<file path="src/hw/mrlg_pkg.sv">
/*
   shared constants and types for the mirror-rest / light-gate / serial-master link.
   assumes a single 20 MHz clock on both ends.
*/
package mrlg_pkg;
   // clock and timing
   localparam int unsigned CLK_HZ          = 20_000_000;
   localparam int unsigned REST_LEAD_US    = 500;
   localparam int unsigned LIGHT_DELAY_MS  = 100;
   localparam int unsigned I2C_HOLD_MS     = 100;
   localparam int unsigned REST_CYC_DFLT   = REST_LEAD_US * (CLK_HZ / 1_000_000);
   localparam int unsigned LIGHT_CYC_DFLT  = LIGHT_DELAY_MS * (CLK_HZ / 1_000);
   localparam int unsigned I2C_CYC_DFLT    = I2C_HOLD_MS * (CLK_HZ / 1_000);
   localparam int unsigned CNT_W           = 21;

   // serial bus
   localparam int unsigned BYTE_W          = 8;
   localparam logic [7:0]  FLASH_READ_CMD  = 8'h03;
   localparam logic [7:0]  ADDR_FILL       = 8'h00;
   localparam logic [2:0]  CFG_FIRST_DATA  = 3'h4;
   localparam logic [2:0]  CFG_LAST_BYTE   = 3'h7;
   localparam int unsigned CFG_W           = 32;

   // host register map
   localparam logic [31:0] CTRL_OFS        = 32'h0000_0000;
   localparam logic [31:0] STATUS_OFS      = 32'h0000_0004;
   localparam int unsigned CTRL_POWER_BIT  = 0;
   localparam int unsigned CTRL_LIGHT_BIT  = 1;
   localparam int unsigned CTRL_W          = 2;
   localparam logic [1:0]  CTRL_RESET      = 2'h0;
   localparam int unsigned ST_SUPPLY_BIT   = 0;
   localparam int unsigned ST_RESET_BIT    = 1;
   localparam int unsigned ST_REST_BIT     = 2;
   localparam int unsigned ST_I2C_BIT      = 3;
   localparam int unsigned ST_LIGHT_BIT    = 4;
   localparam int unsigned ST_MIRROR_BIT   = 5;
   localparam logic [1:0]  HTRANS_NONSEQ   = 2'h2;
   localparam logic        HRESP_OKAY      = 1'b0;

   typedef enum logic [1:0] {DEV_OFF, DEV_CFG, DEV_READY, DEV_XFER} mrlg_dev_state_t;
   typedef enum logic [1:0] {HST_OFF, HST_START, HST_RUN, HST_PARK} mrlg_host_state_t;
endpackage

</file>
<file path="src/hw/mrlg_link_if.sv">
/*
   link between the host sequencer and the display-controller end.
   assumes the bench resolves tri-state pins from the _oe signals and drives serial_bus_miso.
*/
`timescale 1ns/10ps
`default_nettype none
interface mrlg_link_if;
   logic       power_on_reset_n;
   logic       mirror_rest_n;
   logic       light_source_enable;
   logic       mirror_power_enable;
   logic       mirror_power_enable_oe;
   logic       light_driver_on;
   logic       light_driver_on_oe;
   logic [1:0] light_select;
   logic       light_select_oe;
   logic       serial_bus_clock;
   logic       serial_bus_clock_oe;
   logic       serial_bus_mosi;
   logic       serial_bus_mosi_oe;
   logic       flash_select_n;
   logic       flash_select_n_oe;
   logic       pmic_select_n;
   logic       serial_bus_miso;

   modport device (
      input  power_on_reset_n, mirror_rest_n, light_source_enable, serial_bus_miso,
      output mirror_power_enable, mirror_power_enable_oe, light_driver_on,
      output light_driver_on_oe, light_select, light_select_oe, serial_bus_clock,
      output serial_bus_clock_oe, serial_bus_mosi, serial_bus_mosi_oe,
      output flash_select_n, flash_select_n_oe, pmic_select_n
   );
   modport host (
      output power_on_reset_n, mirror_rest_n, light_source_enable,
      input  mirror_power_enable, mirror_power_enable_oe, light_driver_on, light_driver_on_oe
   );
endinterface
`default_nettype wire

</file>
<file path="src/hw/mrlg_device.sv">
/*
   display-controller end: power-on self-configuration over the serial bus,
   light-driver gating, mirror power enable and a byte-wide serial master port.
   assumes power_on_reset_n, mirror_rest_n, light_source_enable and serial_bus_miso
   are synchronous to hclk.
*/
`timescale 1ns/10ps
`default_nettype none
// Contract
// - flash chip select is active low
// - companion chip select is active low
// - send command, address, write data on mosi
// - sample miso on self-made serial clock
// - host holds mirror-rest high for operation
// - host raises mirror-rest within 500 us
// - host parks mirror 500 us before power-off
// - enable low forces light outputs off
// - light outputs wait 100 ms after enable
// - host waits 100 ms before I2C
// - reset rising edge starts self-configuration
// - listed outputs tri-state during reset
module mrlg_device #(
   parameter int unsigned LIGHT_CYC = mrlg_pkg::LIGHT_CYC_DFLT
) (
   input  wire logic                        hclk,
   input  wire logic                        hresetn,
   mrlg_link_if.device                      link,
   input  wire logic                        cmd_valid,
   output logic                             cmd_ready,
   input  wire logic                        cmd_pmic,
   input  wire logic [mrlg_pkg::BYTE_W-1:0] cmd_data,
   input  wire logic                        cmd_hold,
   output logic                             rsp_valid,
   output logic [mrlg_pkg::BYTE_W-1:0]      rsp_data,
   output logic                             cfg_done,
   output logic [mrlg_pkg::CFG_W-1:0]       cfg_word,
   input  wire logic                        light_on_req,
   input  wire logic [1:0]                  light_select_req
);
   import mrlg_pkg::*;

   typedef struct packed {
      mrlg_dev_state_t   st;
      logic              por;
      logic              lse;
      logic [CNT_W-1:0]  light_cnt;
      logic              light_ok;
      logic              drv;
      logic [1:0]        lsel;
      logic              mpe;
      logic              run;
      logic              sclk;
      logic              cs_act;
      logic              tgt;
      logic              hold;
      logic [BYTE_W-1:0] sh;
      logic [BYTE_W-1:0] rx;
      logic [2:0]        nbit;
      logic [2:0]        idx;
      logic              rsp_v;
      logic [BYTE_W-1:0] rsp_d;
      logic              done;
      logic [CFG_W-1:0]  cfg;
   } mrlg_dev_t;

   mrlg_dev_t q;
   mrlg_dev_t d;
   logic      accept;

   // a held select for one target must drop before the other target is served
   assign accept = (q.st == DEV_READY) && link.power_on_reset_n
                   && (!q.cs_act || (q.tgt == cmd_pmic));
   assign cmd_ready = accept;

   always_comb begin
      d       = q;
      d.rsp_v = 1'b0;
      d.por   = link.power_on_reset_n;
      d.lse   = link.light_source_enable;

      // light gating
      if (!link.light_source_enable) begin
         d.light_cnt = '0;
         d.light_ok  = 1'b0;
      end else if (!q.lse) begin
         d.light_cnt = '0;
         d.light_ok  = 1'b0;
      end else if (!q.light_ok) begin
         if (q.light_cnt == CNT_W'(LIGHT_CYC - 1)) begin
            d.light_ok = 1'b1;
         end else begin
            d.light_cnt = q.light_cnt + CNT_W'(1);
         end
      end
      d.drv  = d.light_ok && light_on_req;
      d.lsel = d.light_ok ? light_select_req : 2'h0;

      // byte engine: mosi changes on the falling edge, miso is taken on the rising edge
      if (q.run) begin
         if (!q.sclk) begin
            d.sclk = 1'b1;
            d.rx   = {q.rx[BYTE_W-2:0], link.serial_bus_miso};
         end else begin
            d.sclk = 1'b0;
            d.sh   = {q.sh[BYTE_W-2:0], 1'b0};
            d.nbit = q.nbit + 3'h1;
            if (q.nbit == 3'h7) begin
               d.run = 1'b0;
            end
         end
      end

      unique case (q.st)
         DEV_OFF: begin
            if (link.power_on_reset_n && !q.por) begin
               d.st     = DEV_CFG;
               d.idx    = 3'h0;
               d.sh     = FLASH_READ_CMD;
               d.run    = 1'b1;
               d.cs_act = 1'b1;
               d.tgt    = 1'b0;
            end
         end
         DEV_CFG: begin
            if (!q.run) begin
               if (q.idx >= CFG_FIRST_DATA) begin
                  d.cfg = {q.cfg[CFG_W-BYTE_W-1:0], q.rx};
               end
               if (q.idx == CFG_LAST_BYTE) begin
                  d.cs_act = 1'b0;
                  d.done   = 1'b1;
                  d.st     = DEV_READY;
               end else begin
                  d.idx = q.idx + 3'h1;
                  d.sh  = ADDR_FILL;
                  d.run = 1'b1;
               end
            end
         end
         DEV_READY: begin
            if (cmd_valid && accept) begin
               d.st     = DEV_XFER;
               d.tgt    = cmd_pmic;
               d.cs_act = 1'b1;
               d.sh     = cmd_data;
               d.hold   = cmd_hold;
               d.run    = 1'b1;
            end else if (cmd_valid) begin
               d.cs_act = 1'b0;
            end
         end
         DEV_XFER: begin
            if (!q.run) begin
               d.rsp_v = 1'b1;
               d.rsp_d = q.rx;
               d.st    = DEV_READY;
               if (!q.hold) begin
                  d.cs_act = 1'b0;
               end
            end
         end
      endcase

      // mirror power follows configuration and the rest request
      d.mpe = d.done && link.mirror_rest_n;

      if (!link.power_on_reset_n) begin
         d.st     = DEV_OFF;
         d.run    = 1'b0;
         d.sclk   = 1'b0;
         d.nbit   = 3'h0;
         d.cs_act = 1'b0;
         d.done   = 1'b0;
         d.mpe    = 1'b0;
      end
   end

   always_ff @(posedge hclk or negedge hresetn) begin
      if (!hresetn) begin
         q <= '{st: DEV_OFF, default: '0};
      end else begin
         q <= d;
      end
   end

   assign link.mirror_power_enable    = q.mpe;
   assign link.light_driver_on        = q.drv;
   assign link.light_select           = q.lsel;
   assign link.serial_bus_clock       = q.sclk;
   assign link.serial_bus_mosi        = q.sh[BYTE_W-1];
   assign link.flash_select_n         = !(q.cs_act && !q.tgt);
   assign link.pmic_select_n          = !(q.cs_act && q.tgt);
   assign link.mirror_power_enable_oe = link.power_on_reset_n;
   assign link.light_driver_on_oe     = link.power_on_reset_n;
   assign link.light_select_oe        = link.power_on_reset_n;
   assign link.serial_bus_clock_oe    = link.power_on_reset_n;
   assign link.serial_bus_mosi_oe     = link.power_on_reset_n;
   assign link.flash_select_n_oe      = link.power_on_reset_n;

   assign rsp_valid = q.rsp_v;
   assign rsp_data  = q.rsp_d;
   assign cfg_done  = q.done;
   assign cfg_word  = q.cfg;
endmodule
`default_nettype wire

</file>
<file path="src/flat_wrapper.sv">
// flat-port wrapper written by rule: the top's interface ports become plain ports
module mrlg_device_flat import mrlg_pkg::*;
#(
   parameter int unsigned LIGHT_CYC = mrlg_pkg::LIGHT_CYC_DFLT
)
  (hclk, hresetn, cmd_valid, cmd_ready, cmd_pmic, cmd_data, cmd_hold, rsp_valid, rsp_data, cfg_done, cfg_word, light_on_req, light_select_req, link_power_on_reset_n, link_mirror_rest_n, link_light_source_enable, link_serial_bus_miso, link_mirror_power_enable, link_mirror_power_enable_oe, link_light_driver_on, link_light_driver_on_oe, link_light_select, link_light_select_oe, link_serial_bus_clock, link_serial_bus_clock_oe, link_serial_bus_mosi, link_serial_bus_mosi_oe, link_flash_select_n, link_flash_select_n_oe, link_pmic_select_n);
  mrlg_link_if link_i ();
  input  wire logic hclk;
  input  wire logic hresetn;
  input  wire logic cmd_valid;
  output logic cmd_ready;
  input  wire logic cmd_pmic;
  input  wire logic [mrlg_pkg::BYTE_W-1:0] cmd_data;
  input  wire logic cmd_hold;
  output logic rsp_valid;
  output logic [mrlg_pkg::BYTE_W-1:0] rsp_data;
  output logic cfg_done;
  output logic [mrlg_pkg::CFG_W-1:0] cfg_word;
  input  wire logic light_on_req;
  input  wire logic [1:0] light_select_req;
  input wire logic [$bits(link_i.power_on_reset_n)-1:0] link_power_on_reset_n;
  input wire logic [$bits(link_i.mirror_rest_n)-1:0] link_mirror_rest_n;
  input wire logic [$bits(link_i.light_source_enable)-1:0] link_light_source_enable;
  input wire logic [$bits(link_i.serial_bus_miso)-1:0] link_serial_bus_miso;
  output wire logic [$bits(link_i.mirror_power_enable)-1:0] link_mirror_power_enable;
  output wire logic [$bits(link_i.mirror_power_enable_oe)-1:0] link_mirror_power_enable_oe;
  output wire logic [$bits(link_i.light_driver_on)-1:0] link_light_driver_on;
  output wire logic [$bits(link_i.light_driver_on_oe)-1:0] link_light_driver_on_oe;
  output wire logic [$bits(link_i.light_select)-1:0] link_light_select;
  output wire logic [$bits(link_i.light_select_oe)-1:0] link_light_select_oe;
  output wire logic [$bits(link_i.serial_bus_clock)-1:0] link_serial_bus_clock;
  output wire logic [$bits(link_i.serial_bus_clock_oe)-1:0] link_serial_bus_clock_oe;
  output wire logic [$bits(link_i.serial_bus_mosi)-1:0] link_serial_bus_mosi;
  output wire logic [$bits(link_i.serial_bus_mosi_oe)-1:0] link_serial_bus_mosi_oe;
  output wire logic [$bits(link_i.flash_select_n)-1:0] link_flash_select_n;
  output wire logic [$bits(link_i.flash_select_n_oe)-1:0] link_flash_select_n_oe;
  output wire logic [$bits(link_i.pmic_select_n)-1:0] link_pmic_select_n;
  assign link_i.power_on_reset_n = link_power_on_reset_n;
  assign link_i.mirror_rest_n = link_mirror_rest_n;
  assign link_i.light_source_enable = link_light_source_enable;
  assign link_i.serial_bus_miso = link_serial_bus_miso;
  assign link_mirror_power_enable = link_i.mirror_power_enable;
  assign link_mirror_power_enable_oe = link_i.mirror_power_enable_oe;
  assign link_light_driver_on = link_i.light_driver_on;
  assign link_light_driver_on_oe = link_i.light_driver_on_oe;
  assign link_light_select = link_i.light_select;
  assign link_light_select_oe = link_i.light_select_oe;
  assign link_serial_bus_clock = link_i.serial_bus_clock;
  assign link_serial_bus_clock_oe = link_i.serial_bus_clock_oe;
  assign link_serial_bus_mosi = link_i.serial_bus_mosi;
  assign link_serial_bus_mosi_oe = link_i.serial_bus_mosi_oe;
  assign link_flash_select_n = link_i.flash_select_n;
  assign link_flash_select_n_oe = link_i.flash_select_n_oe;
  assign link_pmic_select_n = link_i.pmic_select_n;
  mrlg_device #(.LIGHT_CYC(LIGHT_CYC)) u_core (.hclk(hclk), .hresetn(hresetn), .link(link_i), .cmd_valid(cmd_valid), .cmd_ready(cmd_ready), .cmd_pmic(cmd_pmic), .cmd_data(cmd_data), .cmd_hold(cmd_hold), .rsp_valid(rsp_valid), .rsp_data(rsp_data), .cfg_done(cfg_done), .cfg_word(cfg_word), .light_on_req(light_on_req), .light_select_req(light_select_req));
endmodule
</file>
<file path="config.mk">
export PLATFORM = sky130hd
export DESIGN_NAME = mrlg_device_flat
export DESIGN_NICKNAME = d
export VERILOG_FILES = /design/src/hw/mrlg_pkg.sv /design/src/hw/mrlg_link_if.sv /design/src/hw/mrlg_device.sv /design/src/flat_wrapper.sv
export SDC_FILE = /design/constraint.sdc
export NUM_CORES = 1
export LEC_CHECK = 0
export ABC_AREA = 1
export BUFFER_PORTS_ARGS = -buffer_cell sky130_fd_sc_hd__buf_4
export CAP_MARGIN = 40
export CORE_ASPECT_RATIO = 2
export CORE_MARGIN = 4
export CORE_UTILIZATION = 45
export DETAILED_ROUTE_END_ITERATION = 10
export GPL_ROUTABILITY_DRIVEN = 0
export HOLD_SLACK_MARGIN = 0.06
export PLACE_DENSITY_LB_ADDON = 0.2
export RECOVER_POWER = 100
export REMOVE_ABC_BUFFERS = 1
export SLEW_MARGIN = 20
export SYNTH_ARGS = -nofsm -noshare
export SYNTH_HDL_FRONTEND = slang
export SYNTH_SLANG_ARGS = --single-unit
</file>
<file path="constraint.sdc">
create_clock -name hclk -period 3.2 [get_ports hclk]
set_input_delay 0 -clock hclk [delete_from_list [all_inputs] [get_ports hclk]]
set_output_delay 0 -clock hclk [all_outputs]
set_load 0.01 [all_outputs]
</file>
==> results of run 1 <==
per-layer routing:
layer / up-vias / wire length, µm
met5: - / 0
met3: 21 / 459
met1: 1882 / 4049
met2: 107 / 6135
li1: 2013 / -
met4: 0 / 297
cell families (layout without fill, tap and decap cells):
family                     count (synthesis)  count (layout)  share of synthesized area (%)
AOI/OAI and AO/OA                         63              63                          6.649
xor gates and xnor gates                   2               2                         0.3487
adders and majority gates                  5               5                          1.245
buffers and inverters                    144             199                          14.94
DFF                                       99              99                          49.30
muxes                                      9               9                          1.992
and+or+nand+nor                          307             307                          25.52
cells in the final DEF, fill, tap and decap left out, drive strengths merged:
master and n:
clkinvlp 2, dlygate4sd3 19, nand2 189, nand3 47, clkinv 4, o21ai 45, inv 81, o21bai 1
xor2 2, nor3 5, o211ai 3, nor3b 1, a31oi 1, clkbuf 72, ha 5, nand4 6
nor2 58, mux2 8, mux2i 1, dfrtp 99, a21oi 13, bufinv 1, or2 1, buf 20
registers in the layout, summed over array words and instances, names as in the netlist:
register and flops:
u_core.rsp_data 8, u_core.link.serial_bus_mosi 1, u_core.q 51, u_core.cfg_done 1, u_core.link.light_select 2, u_core.cfg_word 32, u_core.link.mirror_power_enable 1, u_core.link.light_driver_on 1
u_core.link.serial_bus_clock 1, u_core.rsp_valid 1
timing repair:
item / 4_1_cts / 5_1_grt
endpoints found under the hold margin: 91 / 9
hold buffers: 18 / 1
setup endpoints to repair: 0 / 0
worst max-delay path, delay by kind of cell:
kind / cells / cell delay [ns]
buffers and inverters: 5 / 2.67
power by group through the flow:
stage,combinational (W),clock (W),sequential (W)
5_1_grt,0.00109,0.00121,0.00180
3_3_place_gp,0.00105,0,0.00178
2_1_floorplan,0.000513,0,0.00180
4_1_cts,0.00110,0.00115,0.00176
6_report,0.000934,0.00113,0.00175
3_5_place_dp,0.00108,0,0.00178
area by class of cell:
class                      count  area share (%)
sequential                    99           43.87
timing repair buffer         102           10.92
multi-input combinational    386           31.18
clock inverter                 7           1.507
tap                          140           3.102
clock buffer                   9           3.988
inverter                      81           5.429
worst min-delay path by stage:
| stage | depth (start not counted) | end | from |
|---|---|---|---|
| after floorplan | 0 | u_core.cfg_done | hresetn |
| after global placement | 1 | u_core.cfg_word[18] | hresetn |
| after detailed placement | 1 | u_core.cfg_word[25] | hresetn |
| after CTS | 4 | u_core.q[64] | cmd_valid |
| after global routing | 4 | u_core.q[66] | cmd_valid |
| final | 4 | u_core.q[66] | cmd_valid |
through the flow:
stage          utilization [%]  hold WS [ns]  power [W]  worst slack (ns)  instance area, µm²
2_1_floorplan                -       -0.2956   0.002315            0.9114                4581
4_1_cts                  53.72       0.07289   0.004018             1.260                5879
5_1_grt                  51.59        0.1715   0.004095            0.4906                5647
3_3_place_gp             48.98        0.1377   0.002827             1.125                5361
3_5_place_dp             49.23        0.1528   0.002865             1.278                5389
6_report                 51.59        0.1249   0.003815            0.8453                5647
==> impl_metrics.csv, run 1 <==
group,metric,value,unit
run_status,status,"finished, final reports clean",
critical_path,crit_type,"primary input to asynchronous set/reset pin",
synthesis,ys_types,31,
die,coreArea,10950,µm²
critical_path,reg2reg_from,"u_core.q[98]",
synthesis,yosysTopAreaCellShare,49.30,%
final_layout,instances_no_fill,824,
flow_run,cap_violations,0,
die,fp.dieW,82.72,µm
critical_path,worstPathRequired,3.55,ns
route,dr.pass1.iters,5,
sta,finalSetupTns,0,ns
pwr,p_seq_share,46.0,%
critical_path,cp_max_fo,54,
pwr,comb_power_share,24.5,%
clock_tree,cts_buffers,9,
pwr,p_switching,0.001328,W
critical_path,reg2reg_slack,0.88,ns
grt,met1_usage,19.90,%
die,std_cell_rows,54,
sta,setup_viol,0,
critical_path,endpoint,"u_core.cfg_word[2]",
die,die_area,13020,µm²
critical_path,cp-start-kind,"primary input",
synthesis,syn_avg_cell_area,7.989,µm²
critical_path,reg2reg_to,"u_core.cfg_word[13]",
sta,drv_slew,0,
clock_tree,clock-sinks,99,
clock_tree,htreeDepth,3,
synthesis,synth-main-ff-cell,"dfrtp_1",
grt,grt_max_degree,65,
critical_path,crit_start,"hresetn",
critical_path,arrival,2.71,ns
clock_tree,cts_resized,0,
sta,final-hold-violation-count,0,
synthesis,synth-edff-count,0,
die,initial_core_util,45.91,%
synthesis,synth_common_cells,"nand2_1 (187), dfrtp_1 (99), inv_1 (75)",
synthesis,yosys.area.top_type,"dfrtp_1",
sta,fin_skew,0.005251,ns
final_layout,drive_gt1_share,7.602,%
route,drt_iter0_markers,186,
sta,maxClockFrequency,424.7,MHz
pwr,p_per_area,675.6,nW/µm²
grt,grt_pass1_vias,3958,
final_layout,ff_latch_area,2477,µm²
synthesis,syn_area,5025,µm²
sta,tightest_slew,1.122,ns
pwr,ir_worst_vdd,0.4149,mV
final_layout,antenna_cells,0,
route,drc,0,
synthesis,ys_seq_area_share,49.30,%
sta,relSlewSlack,25.18,%
pwr,internal-power,0.002487,W
route,vias,4023,
die,die_h,157.4,µm
sta,period_minus_slack,2.355,ns
clock_tree,cts_setup_buffers,0,
synthesis,ys_seq_elements,99,
grt,grt-busiest-layer,"met2",
placed_design,dp.cells,787,
critical_path,cp_slowest_cell,"clkbuf_1",
synthesis,yosys-top-cells-area,"dfrtp_1 (49%), nand2_1 (14%), buf_4 (7.6%)",
critical_path,endpoint_kind,"asynchronous set/reset pin",
grt,grt_use_met2,33.42,%
critical_path,worstPathCellList,"dlygate4sd3_1, dlygate4sd3_1, clkbuf_1, buf_16, clkbuf_1",
clock_tree,clock_path_buffers,2,
placed_design,port_buffers,76,
route,wl_per_cell,13.28,µm
sta,period_share,73.58,%
min_path,hold_path_class,"primary input to flip-flop",
grt,use_met3,3.494,%
critical_path,cpPeakStageDelay,0.72,ns
pwr,switching_share,34.81,%
route,postRouteAntennaNets,0,
final_layout,nFillCells,1080,
synthesis,synth_most_common_cell,"nand2_1",
grt,antenna_found_initial,0,
clock_tree,clockRootBuffer,"clkbuf_16",
synthesis,yosysWarnings,0,
final_layout,multi_input_area,1760,µm²
die,io_pins,77,
route,wirelength,10940,µm
clock_tree,cts_tree,"yes",
sta,rsz0062_at_grt,"false",
critical_path,rr_worst_depth,8,
synthesis,syn_inst,629,
final_layout,area_growth_syn_to_layout,12.38,%
grt,grt_overflow,0,
clock_tree,clkLatencyLatePin,0.35,ns
clock_tree,path_clk_slew,0.07,ns
grt,grt_usage,18.30,%
final_layout,nNetsFinal,704,
route,via_per_inst,4.882,
synthesis,synthArstFlopShare,100.0,%
pwr,p_clk_share,29.6,%
grt,grt_pass1_wl,18410,µm
placed_design,dp_hpwl,8111,µm
pwr,power_leakage,2.908,nW
Note: power is estimated with default switching activity, not from simulation.
==> run 2: changes to the inputs <==
==> constraint.sdc (replaced) <==
create_clock -name hclk -period 1.9 [get_ports hclk]
set_input_delay 0 -clock hclk [delete_from_list [all_inputs] [get_ports hclk]]
set_output_delay 0 -clock hclk [all_outputs]
set_load 0.01 [all_outputs]
==> impl_metrics.csv, run 2 (synthesis gave the netlist of run 1 again) <==
group,metric,value,unit
min_path,hold_path_class,"primary input to flip-flop",
critical_path,worstPathCellList,"ha_1, nand2_2, nor3_4, nand3_2, nand2_4, inv_4, nand2_1, o21ai_2",
clock_tree,path_clk_slew,0.07,ns
die,io_pins,77,
final_layout,largest_reg_flops,51,
pwr,p_clk_share,27.8,%
min_path,min-delay-start,"cmd_valid",
sta,fin_skew,0.007884,ns
route,wl_per_cell,13.41,µm
grt,grt_overflow,0,
pwr,internal-power,0.004049,W
sta,period_minus_slack,1.777,ns
final_layout,largest-register,"u_core.q",
clock_tree,htreeDepth,3,
run_status,status,"finished, final reports clean",
die,coreArea,10950,µm²
grt,grt_usage,18.62,%
critical_path,crit_start,"u_core.q[75]",
final_layout,instances_no_fill,825,
final_layout,nNetsFinal,705,
clock_tree,cts_buffers,9,
flow_run,cap_violations,0,
grt,antenna_found_initial,0,
die,std_cell_rows,54,
critical_path,endpoint_kind,"flip-flop",
clock_tree,clock_path_buffers,2,
critical_path,arrival,2.01,ns
placed_design,dp.cells,791,
sta,drv_slew,0,
final_layout,layout_common_cells,"nand2_1 (187), dfrtp_1 (99), inv_1 (76), clkbuf_1 (58), nor2_1 (55)",
route,drt_iter0_markers,245,
placed_design,port_buffers,76,
final_layout,final_cell_area,5645,µm²
route,via_per_inst,4.841,
critical_path,worstPathRequired,2.13,ns
sta,final-hold-violation-count,0,
pwr,switching_share,35.27,%
route,postRouteAntennaNets,0,
critical_path,cp_max_fo,15,
critical_path,reg2reg_from,"u_core.q[75]",
die,initial_core_util,45.91,%
critical_path,cp_slowest_cell,"dfrtp_1",
die,die_h,157.4,µm
sta,rsz0062_at_grt,"false",
clock_tree,cts_tree,"yes",
final_layout,area_growth_syn_to_layout,12.35,%
clock_tree,cts_resized,0,
sta,tightest_slew,0.8455,ns
final_layout,final_common_cell,"nand2_1",
route,dr.pass1.iters,4,
pwr,p_per_area,1108,nW/µm²
die,die_area,13020,µm²
route,drc,0,
critical_path,cp-start-kind,"flip-flop",
die,fp.dieW,82.72,µm
critical_path,cpPeakStageDelay,0.40,ns
pwr,power,0.006255,W
clock_tree,clockRootBuffer,"clkbuf_16",
clock_tree,clock-sinks,99,
pwr,p_switching,0.002206,W
grt,grt_pass1_wl,18640,µm
final_layout,drive_gt1_share,9.489,%
grt,grt_max_degree,57,
sta,period_share,93.53,%
clock_tree,clkLatencyLatePin,0.35,ns
sta,relSlewSlack,43.63,%
pwr,comb_power_share,25.3,%
sta,maxClockFrequency,562.7,MHz
final_layout,antenna_cells,0,
route,wirelength,11060,µm
critical_path,crit_type,"flip-flop to flip-flop",
grt,grt_pass1_vias,4021,
route,vias,3994,
placed_design,dp_hpwl,8379,µm
pwr,power_leakage,2.926,nW
placed_design,place_area,5424,µm²
pwr,p_seq_share,46.8,%
sta,setup_viol,0,
pwr,ir_worst_vdd,0.6526,mV
==> run 2: repair_timing <==
item                                   CTS  global route
endpoints found under the hold margin  101             0
setup buffers                            0             0
hold buffers                            18             0
==> run 2: final cells by class <==
type,instances,area [µm²]
Clock buffer,9,225.2
Clock inverter,7,60.06
Fill cell,1085,5300
Inverter,81,306.5
Multi-Input combinational cell,386,1793
Sequential cell,99,2477
Tap cell,140,175.2
Timing Repair Buffer,103,608.1
==> run 2: layer usage <==
layer	vias up	global-route usage [%]	part of all wire, %
met5	-	0	0
met2	100	33.65	56
met1	1856	20.03	37
met3	27	3.608	4.2
li1	2011	-	-
met4	0	8.963	3.2
==> run 2: final timing paths <==
check	end	slack, ns	cells past startpoint
max	u_core.q[77]	0.12	8
min	u_core.q[64]	0.08	4
max reg2reg	u_core.q[77]	0.12	8
min reg2reg	u_core.cfg_word[24]	0.49	2
max in group asynchronous	u_core.cfg_word[13]	0.44	3
min in group asynchronous	u_core.cfg_word[24]	0.29	2
==> run 2: through the flow <==
stage               setup WS (ns)  hold WS (ns)  setup TNS, ns  utilization, %
floorplan                 -0.3886       -0.2956         -7.889               -
global placement           0.2099      -0.01867              0           49.55
detailed placement         0.1344      -0.01167              0           49.55
CTS                        0.1211       0.06738              0           53.81
global route             0.006858       0.09438              0           51.58
finish                     0.1230       0.07598              0           51.58
==> run 2: critical path: cells and delay by family, from the launching register on <==
| kind | cells | cell delay [ns] |
|---|---|---|
| simple gates | 5 | 0.90 |
| flops | 1 | 0.40 |
| fa+ha+maj | 1 | 0.20 |
| buf+inv | 1 | 0.12 |
| compound gates | 1 | 0.05 |
==> run 2: power groups by stage <==
stage	logic (W)	clock network, W	registers, W
after floorplan	0.000864	0	0.00303
after global placement	0.00178	0	0.00297
after detailed placement	0.00184	0	0.00298
after CTS	0.00188	0.00180	0.00294
after global routing	0.00183	0.00191	0.00300
final	0.00158	0.00174	0.00293
